**src/verilog/sdpc_pkg.sv**
```systemverilog
// Purpose: constants for the step/direction position counter
// Assumes: 32-bit AXI4-Lite register bus, 20 MHz aclk
// Notes: offsets are byte addresses of aligned words
package sdpc_pkg;
	// ----------------------------------------------------------------
	// register map
	// ----------------------------------------------------------------
	localparam logic [3:0] SDPC_OFF_CTRL = 4'h0;
	localparam logic [3:0] SDPC_OFF_POS = 4'h4;
	localparam logic [3:0] SDPC_OFF_GEAR = 4'h8;
	localparam logic [3:0] SDPC_OFF_STAT = 4'hC;
	// ctrl fields
	localparam int SDPC_CTRL_SEL_BIT = 0;
	localparam int SDPC_CTRL_GEAR_BIT = 1;
	localparam int SDPC_CTRL_CLR_BIT = 2;
	// reset values and bus response codes
	localparam logic [31:0] SDPC_POS_RST = 32'h0000_0000;
	localparam logic [31:0] SDPC_GEAR_RST = 32'h0000_0001;
	localparam logic [1:0] SDPC_RESP_OKAY = 2'h0;
	localparam logic [1:0] SDPC_RESP_SLVERR = 2'h2;
	// motor direction encoding: 1 is clockwise seen at the shaft
	localparam logic SDPC_DIR_CW = 1'b1;
endpackage

```
**src/verilog/sdpc_top.sv**
```systemverilog
// Behaviour
// - With the select bit at 1, input one is a step and input two a direction level.
// - Each low-to-high step edge moves the count by exactly one; apart from that only the ctrl clear bit changes it.
// - A step edge with direction high increments the count.
// - A step edge with direction low decrements the count.
// - A step is taken when the isolated input turns on, so the source gives a rising edge.
// - With gearing on and a positive gear_a, direction-high steps command clockwise.
// - Input one is encoder A or step, input two is encoder B or direction.
//
// Purpose: position counter fed by step/direction or quadrature inputs
// Assumes: AXI4-Lite slave, opto inputs asynchronous to aclk
// Notes: motor step pulse and direction leave as registered outputs
`timescale 1ns/1ps
module sdpc_top (
	// clock and reset
	input wire logic aclk,
	input wire logic aresetn,
	// isolated inputs (on = high)
	input wire logic in_a_step,
	input wire logic in_b_dir,
	// motor command
	output logic motor_step,
	output logic motor_cw,
	// axi write address
	input wire logic [3:0] s_axi_awaddr,
	input wire logic s_axi_awvalid,
	output logic s_axi_awready,
	// axi write data
	input wire logic [31:0] s_axi_wdata,
	input wire logic [3:0] s_axi_wstrb,
	input wire logic s_axi_wvalid,
	output logic s_axi_wready,
	// axi write response
	output logic [1:0] s_axi_bresp,
	output logic s_axi_bvalid,
	input wire logic s_axi_bready,
	// axi read address
	input wire logic [3:0] s_axi_araddr,
	input wire logic s_axi_arvalid,
	output logic s_axi_arready,
	// axi read data
	output logic [31:0] s_axi_rdata,
	output logic [1:0] s_axi_rresp,
	output logic s_axi_rvalid,
	input wire logic s_axi_rready
);
	import sdpc_pkg::*;

	// ----------------------------------------------------------------
	// input synchronisers
	// ----------------------------------------------------------------
	logic [1:0] a_sync_r, b_sync_r;
	logic a_prev_r, b_prev_r;
	// only stage 1 is looked at; stage 0 may be metastable
	always_ff @(posedge aclk) begin
		if (!aresetn) begin
			a_sync_r <= 2'h0;
			b_sync_r <= 2'h0;
			a_prev_r <= 1'b0;
			b_prev_r <= 1'b0;
		end else begin
			a_sync_r <= {a_sync_r[0], in_a_step};
			b_sync_r <= {b_sync_r[0], in_b_dir};
			a_prev_r <= a_sync_r[1];
			b_prev_r <= b_sync_r[1];
		end
	end

	// ----------------------------------------------------------------
	// registers
	// ----------------------------------------------------------------
	logic sel_r, sel_nxt, gear_on_r, gear_on_nxt;
	logic [31:0] pos_r, pos_nxt, gear_r, gear_nxt;
	logic [31:0] wdat_r, wdat_nxt, rdata_nxt;
	logic [3:0] waddr_r, waddr_nxt;
	logic aw_have_r, aw_have_nxt, w_have_r, w_have_nxt;
	logic bvalid_nxt, rvalid_nxt, arready_nxt;
	logic [1:0] bresp_nxt, rresp_nxt;
	logic step_nxt, cw_nxt, up, dn, clr;
	logic [3:0] wstrb_r, wstrb_nxt;

	// byte-lane merge, used for the gear word only; ctrl takes byte lane 0 alone
	function automatic logic [31:0] merge(input logic [31:0] old,
		input logic [31:0] nw, input logic [3:0] be);
		logic [31:0] m;
		m = old;
		for (int i = 0; i < 4; i++) begin
			if (be[i]) begin
				m[i*8 +: 8] = nw[i*8 +: 8];
			end
		end
		return m;
	endfunction

	// ----------------------------------------------------------------
	// count decode
	// ----------------------------------------------------------------
	always_comb begin
		up = 1'b0;
		dn = 1'b0;
		if (sel_r) begin
			// rising step only; direction sampled at that edge
			if (a_sync_r[1] && !a_prev_r) begin
				up = b_sync_r[1];
				dn = !b_sync_r[1];
			end
		end else begin
			// one count per edge; a double change is illegal and dropped
			case ({a_prev_r, b_prev_r, a_sync_r[1], b_sync_r[1]})
				4'h1, 4'h7, 4'hE, 4'h8: up = 1'b1;
				4'h2, 4'h4, 4'hD, 4'hB: dn = 1'b1;
				default: begin
					up = 1'b0;
					dn = 1'b0;
				end
			endcase
		end
	end

	// ----------------------------------------------------------------
	// bus and state next values
	// ----------------------------------------------------------------
	logic do_wr;
	assign do_wr = aw_have_r && w_have_r && !s_axi_bvalid;
	always_comb begin
		sel_nxt = sel_r;
		gear_on_nxt = gear_on_r;
		gear_nxt = gear_r;
		waddr_nxt = waddr_r;
		wdat_nxt = wdat_r;
		wstrb_nxt = wstrb_r;
		aw_have_nxt = aw_have_r;
		w_have_nxt = w_have_r;
		bvalid_nxt = s_axi_bvalid;
		bresp_nxt = s_axi_bresp;
		rvalid_nxt = s_axi_rvalid;
		rresp_nxt = s_axi_rresp;
		rdata_nxt = s_axi_rdata;
		arready_nxt = 1'b0;
		clr = 1'b0;
		if (s_axi_awvalid && s_axi_awready) begin
			aw_have_nxt = 1'b1;
			waddr_nxt = s_axi_awaddr;
		end
		if (s_axi_wvalid && s_axi_wready) begin
			w_have_nxt = 1'b1;
			wdat_nxt = s_axi_wdata;
			wstrb_nxt = s_axi_wstrb;
		end
		if (do_wr) begin
			aw_have_nxt = 1'b0;
			w_have_nxt = 1'b0;
			bvalid_nxt = 1'b1;
			bresp_nxt = SDPC_RESP_OKAY;
			if (waddr_r[3:2] == SDPC_OFF_CTRL[3:2]) begin
				if (wstrb_r[0]) begin
					sel_nxt = wdat_r[SDPC_CTRL_SEL_BIT];
					gear_on_nxt = wdat_r[SDPC_CTRL_GEAR_BIT];
					clr = wdat_r[SDPC_CTRL_CLR_BIT];
				end
			end else if (waddr_r[3:2] == SDPC_OFF_GEAR[3:2]) begin
				gear_nxt = merge(gear_r, wdat_r, wstrb_r);
			end else if (waddr_r[3:2] != SDPC_OFF_POS[3:2]) begin
				bresp_nxt = SDPC_RESP_SLVERR;
			end
		end
		if (s_axi_bvalid && s_axi_bready) begin
			bvalid_nxt = 1'b0;
		end
		if (s_axi_rvalid && s_axi_rready) begin
			rvalid_nxt = 1'b0;
		end
		if (s_axi_arvalid && s_axi_arready) begin
			rvalid_nxt = 1'b1;
			rresp_nxt = SDPC_RESP_OKAY;
			if (s_axi_araddr[3:2] == SDPC_OFF_CTRL[3:2]) begin
				rdata_nxt = {30'h0, gear_on_r, sel_r};
			end else if (s_axi_araddr[3:2] == SDPC_OFF_POS[3:2]) begin
				rdata_nxt = pos_r;
			end else if (s_axi_araddr[3:2] == SDPC_OFF_GEAR[3:2]) begin
				rdata_nxt = gear_r;
			end else begin
				rdata_nxt = {30'h0, b_sync_r[1], a_sync_r[1]};
			end
		end else if (!s_axi_rvalid && !s_axi_arready) begin
			arready_nxt = s_axi_arvalid;
		end
		// a count edge in the clear cycle still lands after the clear
		if (clr) begin
			pos_nxt = SDPC_POS_RST;
		end else begin
			pos_nxt = pos_r;
		end
		if (up) begin
			pos_nxt = pos_nxt + 32'h1;
		end else if (dn) begin
			pos_nxt = pos_nxt - 32'h1;
		end
		// gear sign flips motor sense; zero gear_a issues no steps
		step_nxt = gear_on_r && (up || dn) && (gear_r != 32'h0);
		cw_nxt = motor_cw;
		if (step_nxt) begin
			cw_nxt = (up ^ gear_r[31]) ? SDPC_DIR_CW : !SDPC_DIR_CW;
		end
	end

	// registers only
	always_ff @(posedge aclk) begin
		if (!aresetn) begin
			sel_r <= 1'b0;
			gear_on_r <= 1'b0;
			gear_r <= SDPC_GEAR_RST;
			pos_r <= SDPC_POS_RST;
			waddr_r <= 4'h0;
			wdat_r <= 32'h0;
			wstrb_r <= 4'h0;
			aw_have_r <= 1'b0;
			w_have_r <= 1'b0;
			s_axi_bvalid <= 1'b0;
			s_axi_bresp <= 2'h0;
			s_axi_rvalid <= 1'b0;
			s_axi_rresp <= 2'h0;
			s_axi_rdata <= 32'h0;
			s_axi_arready <= 1'b0;
			s_axi_awready <= 1'b0;
			s_axi_wready <= 1'b0;
			motor_step <= 1'b0;
			motor_cw <= 1'b0;
		end else begin
			sel_r <= sel_nxt;
			gear_on_r <= gear_on_nxt;
			gear_r <= gear_nxt;
			pos_r <= pos_nxt;
			waddr_r <= waddr_nxt;
			wdat_r <= wdat_nxt;
			wstrb_r <= wstrb_nxt;
			aw_have_r <= aw_have_nxt;
			w_have_r <= w_have_nxt;
			s_axi_bvalid <= bvalid_nxt;
			s_axi_bresp <= bresp_nxt;
			s_axi_rvalid <= rvalid_nxt;
			s_axi_rresp <= rresp_nxt;
			s_axi_rdata <= rdata_nxt;
			s_axi_arready <= arready_nxt;
			// ready only while the holding slot is free
			s_axi_awready <= !aw_have_nxt && !s_axi_awready;
			s_axi_wready <= !w_have_nxt && !s_axi_wready;
			motor_step <= step_nxt;
			motor_cw <= cw_nxt;
		end
	end
endmodule

```
**config.mk**
```make
export PLATFORM = sky130hd
export DESIGN_NAME = sdpc_top
export DESIGN_NICKNAME = d
export VERILOG_FILES = /design/src/verilog/sdpc_pkg.sv /design/src/verilog/sdpc_top.sv
export SDC_FILE = /design/constraint.sdc
export NUM_CORES = 1
export LEC_CHECK = 0
export BUFFER_PORTS_ARGS = -buffer_cell sky130_fd_sc_hd__buf_2
export CORE_MARGIN = 3
export CORE_UTILIZATION = 55
export DETAILED_ROUTE_END_ITERATION = 16
export PLACE_DENSITY = 0.77
export RECOVER_POWER = 100
export SYNTH_ARGS = -nofsm -noshare
export SYNTH_HDL_FRONTEND = slang
export SYNTH_SLANG_ARGS = --single-unit
```
**constraint.sdc**
```tcl
create_clock -name aclk -period 6.37 [get_ports aclk]
set_clock_uncertainty 0.1 [all_clocks]
set_input_delay 0 -clock aclk [delete_from_list [all_inputs] [get_ports aclk]]
set_output_delay 0 -clock aclk [all_outputs]
set_load 0.1 [all_outputs]
```
Word-level counts from Yosys, hierarchy flattened
Cells that the tools add are included.
{"block": "word_totals", "output_inout_bits": 43, "register_bits": 155}
{"block": "op_classes", "addsub": 2, "n_mux": 25, "n_bitwise": 4, "n_reduce_logical": 36, "eq_ne": 12}
{"operator": "$mux 32", "count": 6}
{"operator": "$add 32x1->32 const B", "count": 1}
{"operator": "$reduce_bool 32->1", "count": 1}
{"operator": "$sub 32x1->32 const B", "count": 1}
{"operator": "$eq 4x4->1 const B", "count": 4}
{"operator": "$mux 1", "count": 16}
{"operator": "$reduce_and 4->1", "count": 4}
{"operator": "$logic_and 1x1->1", "count": 13}
{"operator": "$logic_not 1->1", "count": 9}
{"operator": "$eq 4x3->1 const B", "count": 2}
{"operator": "$reduce_or 4->1", "count": 2}
{"operator": "$mux 2", "count": 3}
{"operator": "$eq 2x2->1 const B", "count": 2}
{"operator": "$eq 4x1->1 const B", "count": 1}
{"operator": "$eq 4x2->1 const B", "count": 1}
{"operator": "$logic_not 2->1", "count": 2}
{"operator": "$not 1->1", "count": 3}
{"operator": "$reduce_and 3->1", "count": 1}
{"operator": "$reduce_or 3->1", "count": 1}
{"operator": "$eq 2x1->1 const B", "count": 1}
{"operator": "$ne 2x1->1 const B", "count": 1}
{"operator": "$reduce_bool 2->1", "count": 1}
{"operator": "$reduce_or 2->1", "count": 1}
{"operator": "$logic_or 1x1->1", "count": 1}
{"operator": "$xor 1x1->1", "count": 1}

Logic depth before layout (Yosys ltp)
{"block": "logic_depth", "ltp_word": 7, "ltp_mapped": 13}

Worst setup path before layout
Ideal clock, no wire load.
{"block": "synth_path", "kind": "register to register", "startpoint": "reg s_axi_bvalid", "endpoint": "reg pos_r[20]", "arrival_ns": 3.533, "setup_time_ns": 0.095, "stages_incl_launch_ff": 13, "slack_ns": 2.642, "required_ns": 6.175, "cell_sequence": "dfxtp_1 -> and4bb_2 -> nand3_1 -> buf_6 -> nand2_1 -> inv_1 -> ha_1 -> nand3_1 -> or4_1 -> a211oi_2 -> a211o_1 -> o211ai_1 -> a221oi_1"}
{"block": "synth_via", "elab_chain_len": 7, "elab_cells_between_ends": 8, "cone_classes": "2 x add/sub; 4 x mux; 2 x reduce/logical"}
{"element": "start: declaration", "line_no": "sdpc_top.sv:35", "source": "output logic s_axi_bvalid,"}
{"element": "start signal: assignment", "line_no": "sdpc_top.sv:239", "source": "s_axi_bvalid <= bvalid_nxt;"}
{"element": "$logic_not 1->1 (*)", "line_no": "sdpc_top.sv:124", "source": "assign do_wr = aw_have_r && w_have_r && !s_axi_bvalid;"}
{"element": "$logic_and 1x1->1 (*)", "line_no": "sdpc_top.sv:124"}
{"element": "$mux 1 (*)", "line_no": "sdpc_top.sv:150", "source": "if (do_wr) begin"}
{"element": "$mux 32 (*)", "line_no": "sdpc_top.sv:189", "source": "if (clr) begin"}
{"element": "$sub 32x1->32", "line_no": "sdpc_top.sv:197", "source": "pos_nxt = pos_nxt - 32'h1;"}
{"element": "$mux 32", "line_no": "sdpc_top.sv:196", "source": "end else if (dn) begin"}
{"element": "$mux 32 (*)", "line_no": "sdpc_top.sv:194", "source": "if (up) begin"}
{"element": "end signal: assignment", "line_no": "sdpc_top.sv:233", "source": "pos_r <= pos_nxt;"}
{"element": "end: declaration", "line_no": "sdpc_top.sv:73", "source": "logic [31:0] pos_r, pos_nxt, gear_r, gear_nxt;"}
Mark *: on every way between the ends. The rest lies on a longest branch, timed or not.
A chain may end at the register's enable or synchronous reset.

Worst setup path after layout
{"block": "layout_path", "startpoint": "in aresetn", "endpoint": "reg waddr_r[3]"}
{"element": "start: declaration", "line_no": "sdpc_top.sv:17", "source": "input wire logic aresetn,"}
{"element": "end signal: assignment", "line_no": "sdpc_top.sv:234", "source": "waddr_r <= waddr_nxt;"}
{"element": "end: declaration", "line_no": "sdpc_top.sv:75", "source": "logic [3:0] waddr_r, waddr_nxt;"}
No word-level cell between the ends.

==> results.py <==
metrics = {
    "outcome": {
        "status": "finished, violations left",
        "violations": "capacitance limit, slew limit",
    },
    "cts": {
        "post_cts_resize_count": 0,
        "path_clk_slew_ps": 60,
        "cts_buffer_depth": 2,
        "clkLatencyLatePin_ps": 430,
        "cts_root_buf": "clkbuf_16",
        "cts_tree": "done",
        "cts_made_buffers": 17,
        "htreeDepth": 4,
        "clkSinkCount": 152,
    },
    "floorplanning": {
        "die_w_um": 120,
        "core_area_sq_um": 12700,
        "die-height_um": 120,
        "ios": 96,
        "initial_core_util": 0.564,
        "rows": 41,
        "dieArea_sq_um": 14400,
    },
    "synthesis": {
        "synth_top_area_frac": 0.426,
        "synthArstFlopShare": 0,
        "synth_area_leaders": "dfxtp_1, nand2_1, a21oi_1",
        "synth_area_sq_um": 7150,
        "synth_flop_cell": "dfxtp_1",
        "yosysSeqAreaShare": 0.426,
        "syn_inst": 909,
        "yosysWarnings": 0,
        "synth-edff-count": 0,
        "synth_area_per_cell_sq_um": 7.87,
        "synth-seq-cells": 152,
        "synth_cell_types": 77,
        "yosys.area.top_type": "dfxtp_1",
    },
    "worst_setup_path": {
        "regToRegEndpoint": "pos_r[16]",
        "worstPathRequired_ps": 6640,
        "cp_max_fo": 111,
        "crit_top_cell": "dlygate4sd3_1",
        "reg2regPathDepth": 12,
        "crit_buf_inv": 5,
        "worst_r2r_startpoint": "waddr_r[2]",
        "critPathMaxStageDelay_ps": 1240,
        "endpoint_kind": "flop",
        "cp_cell_sequence": "dlygate4sd3_1, clkbuf_1, clkinvlp_2, buf_4, a21oi_1, dlygate4sd3_1",
        "critPathSlowestCell": "clkbuf_1",
        "crit_family": "buffers and inverters",
        "cp-start-kind": "input pin",
        "crit_arrival_ps": 4630,
        "crit_type": "in2reg",
        "rrSetupSlack_ps": 2190,
    },
    "timing": {
        "setup_violations": 0,
        "rsz0062_at_grt": "no",
        "hold_viol_final": 0,
        "slew_headroom": -0.150,
        "finalSetupTns_ps": 0,
        "min_period_ps": 4360,
        "drv_slew": 51,
        "fmax_mhz": 230,
        "fin_ws_ps": 2010,
        "worst_pin_slew_ps": 1720,
        "fin_crit_sh": 0.684,
    },
    "global_routing": {
        "overflow": 0,
        "first_global_vias": 6325,
        "grt_antenna_before_repair": 0,
        "grt_max_degree": 112,
        "grt_first_pass_wirelength_um": 32000,
        "grt_usage": 0.273,
    },
    "cells_and_area": {
        "final_util": 0.671,
        "layout.nets": 1048,
        "nFillCells": 1053,
        "syn_to_final_growth_pct": 18.8,
        "seqCellArea_sq_um": 3040,
        "stdcell_area_sq_um": 8500,
        "multi_input_area_sq_um": 3710,
        "drive_gt1_frac": 0.0906,
    },
    "power_and_ir_drop": {
        "power_density_nw_per_um2": 292,
        "switchingPower_uw": 742,
        "share_seq_of_total_power": 0.428,
        "swShare": 0.299,
        "intPower_mw": 1.74,
        "ir_drop_mv": 0.214,
        "clkPwrFrac": 0.395,
        "pwr-share-comb": 0.176,
        "cellLeakagePower_nw": 3.07,
        "p_total_mw": 2.48,
    },
    "placed_design": {
        "globalplace.congestion": 0.910,
        "placed_cell_area_sq_um": 7490,
        "pre_cts_slack_ps": 2610,
        "place_hpwl_um": 12500,
        "portBuffers": 88,
    },
    "drt": {
        "drtIter0Drc": 656,
        "wl_per_cell_um": 16.9,
        "wl_um": 19800,
        "drt_first_pass_iters": 5,
        "drc_errors": 0,
        "vias": 7076,
        "viasPerCell": 6.01,
        "ant_nets": 0,
    },
    "run": {
        "max_cap_violations": 2,
    },
    "worst_hold_path": {
        "hold_path_class": "in2reg",
        "hold_end": "s_axi_rdata[0]",
        "min_delay_path_depth": 4,
        "hold_start": "s_axi_araddr[2]",
    },
}
-- kinds of logic after synthesis --
group                      count (synthesis)  synth area share
other                                      1          0.000524
xor gates and xnor gates                   7           0.00857
buffers and inverters                     90            0.0576
muxes                                     13            0.0217
AOI/OAI and AO/OA                        212             0.199
DFF                                      152             0.426
adders and majority gates                  2           0.00350
and+or+nand+nor                          432             0.283
-- synthesized netlist by cell type, types with 5 or more instances --
cell type / instances
dfxtp_1: 152
and2_1: 11
buf_1: 6
or3_1: 13
nor4_1: 14
clkbuf_1: 55
o21ai_1: 5
buf_2: 7
nand3_1: 57
o31a_1: 5
o31ai_1: 6
o21ai_0: 9
nand4_1: 14
o32ai_1: 5
or4_1: 9
a31oi_1: 5
buf_6: 5
nand2_1: 174
nor3_1: 46
a21oi_1: 93
mux2i_1: 11
inv_1: 9
and3_1: 6
a211oi_1: 6
buf_4: 6
nor2_1: 65
a221oi_1: 33
-- cell usage in the layout, fill, tap and decap left out, drive strengths merged, types with 9 or more instances in the layout --
| master | instances |
|---|---|
| nor3 | 46 |
| dfxtp | 152 |
| or4 | 9 |
| buf | 50 |
| a221oi | 33 |
| clkbuf | 63 |
| or3 | 14 |
| nor4 | 14 |
| nand2 | 174 |
| nor2 | 66 |
| inv | 10 |
| nand3 | 57 |
| mux2i | 11 |
| nand4 | 14 |
| and2 | 11 |
| o21ai | 14 |
| dlygate4sd3 | 50 |
| a21oi | 93 |
-- power groups by stage --
| stage | logic [mW] | registers, mW | clock network (mW) |
|---|---|---|---|
| after detailed placement | 0.407 | 1.08 | 0 |
| after CTS | 0.433 | 1.06 | 0.988 |
| final | 0.437 | 1.06 | 0.980 |
| after floorplan | 0.284 | 1.12 | 0 |
| after global placement | 0.403 | 1.08 | 0 |
| after global routing | 0.476 | 1.07 | 1.03 |
-- layer usage --
layer | vias up | GRT usage | routed length, um
li1 | 3452 | - | -
met4 | 0 | 0.0838 | 323
met1 | 3336 | 0.378 | 8620
met3 | 29 | 0.0485 | 1380
met2 | 259 | 0.435 | 9520
met5 | - | 0 | 0
-- worst max-delay path by stage --
stage,start,endpoint,cells after the start
2_1_floorplan,s_axi_bvalid,pos_r[20],12
3_3_place_gp,waddr_r[2],pos_r[20],12
3_5_place_dp,waddr_r[2],pos_r[16],12
4_1_cts,waddr_r[2],pos_r[20],12
5_1_grt,aresetn,waddr_r[3],6
6_report,aresetn,waddr_r[3],6
-- state kept, by name, summed over array words and instances, names as in the netlist, 2 cells and up --
name and cells:
wstrb_r 4, pos_r 32, b_sync_r 2, s_axi_rdata 32, wdat_r 32, a_sync_r 2
gear_r 32, waddr_r 2
-- layout make-up --
type | count | share of cell area
clock buffers | 20 | 0.0526
clock inverters | 10 | 0.0146
flip-flops and latches | 152 | 0.358
inverters | 10 | 0.00456
multi-input cells | 669 | 0.436
well taps | 172 | 0.0253
diodes | 1 | 0.000294
repair buffers | 143 | 0.108
-- stage by stage --
step	hold WS [ps]	cells
final	32.9	1177
after CTS	34.7	1176
after detailed placement	112	1096
after global routing	91.2	1176
after global placement	107	1096
after floorplan	18.3	911
-- worst register-to-register path, stage by stage (launching register included) --
cell and delay (ps):
dfxtp_1 360, and4bb_1 300, nand3_2 100, buf_4 500, nand2_1 250, inv_1 100, ha_1 170, nand3_1 230
or4_1 610, a211oi_1 780, nand3_1 190, a211oi_1 250, a311oi_1 80
-- what timing repair did --
item	4_1_cts	5_1_grt
setup buffers	0	0
hold buffers	50	0
hold endpoints to repair	47	0
No activity file was read; power rests on OpenSTA's default activity.
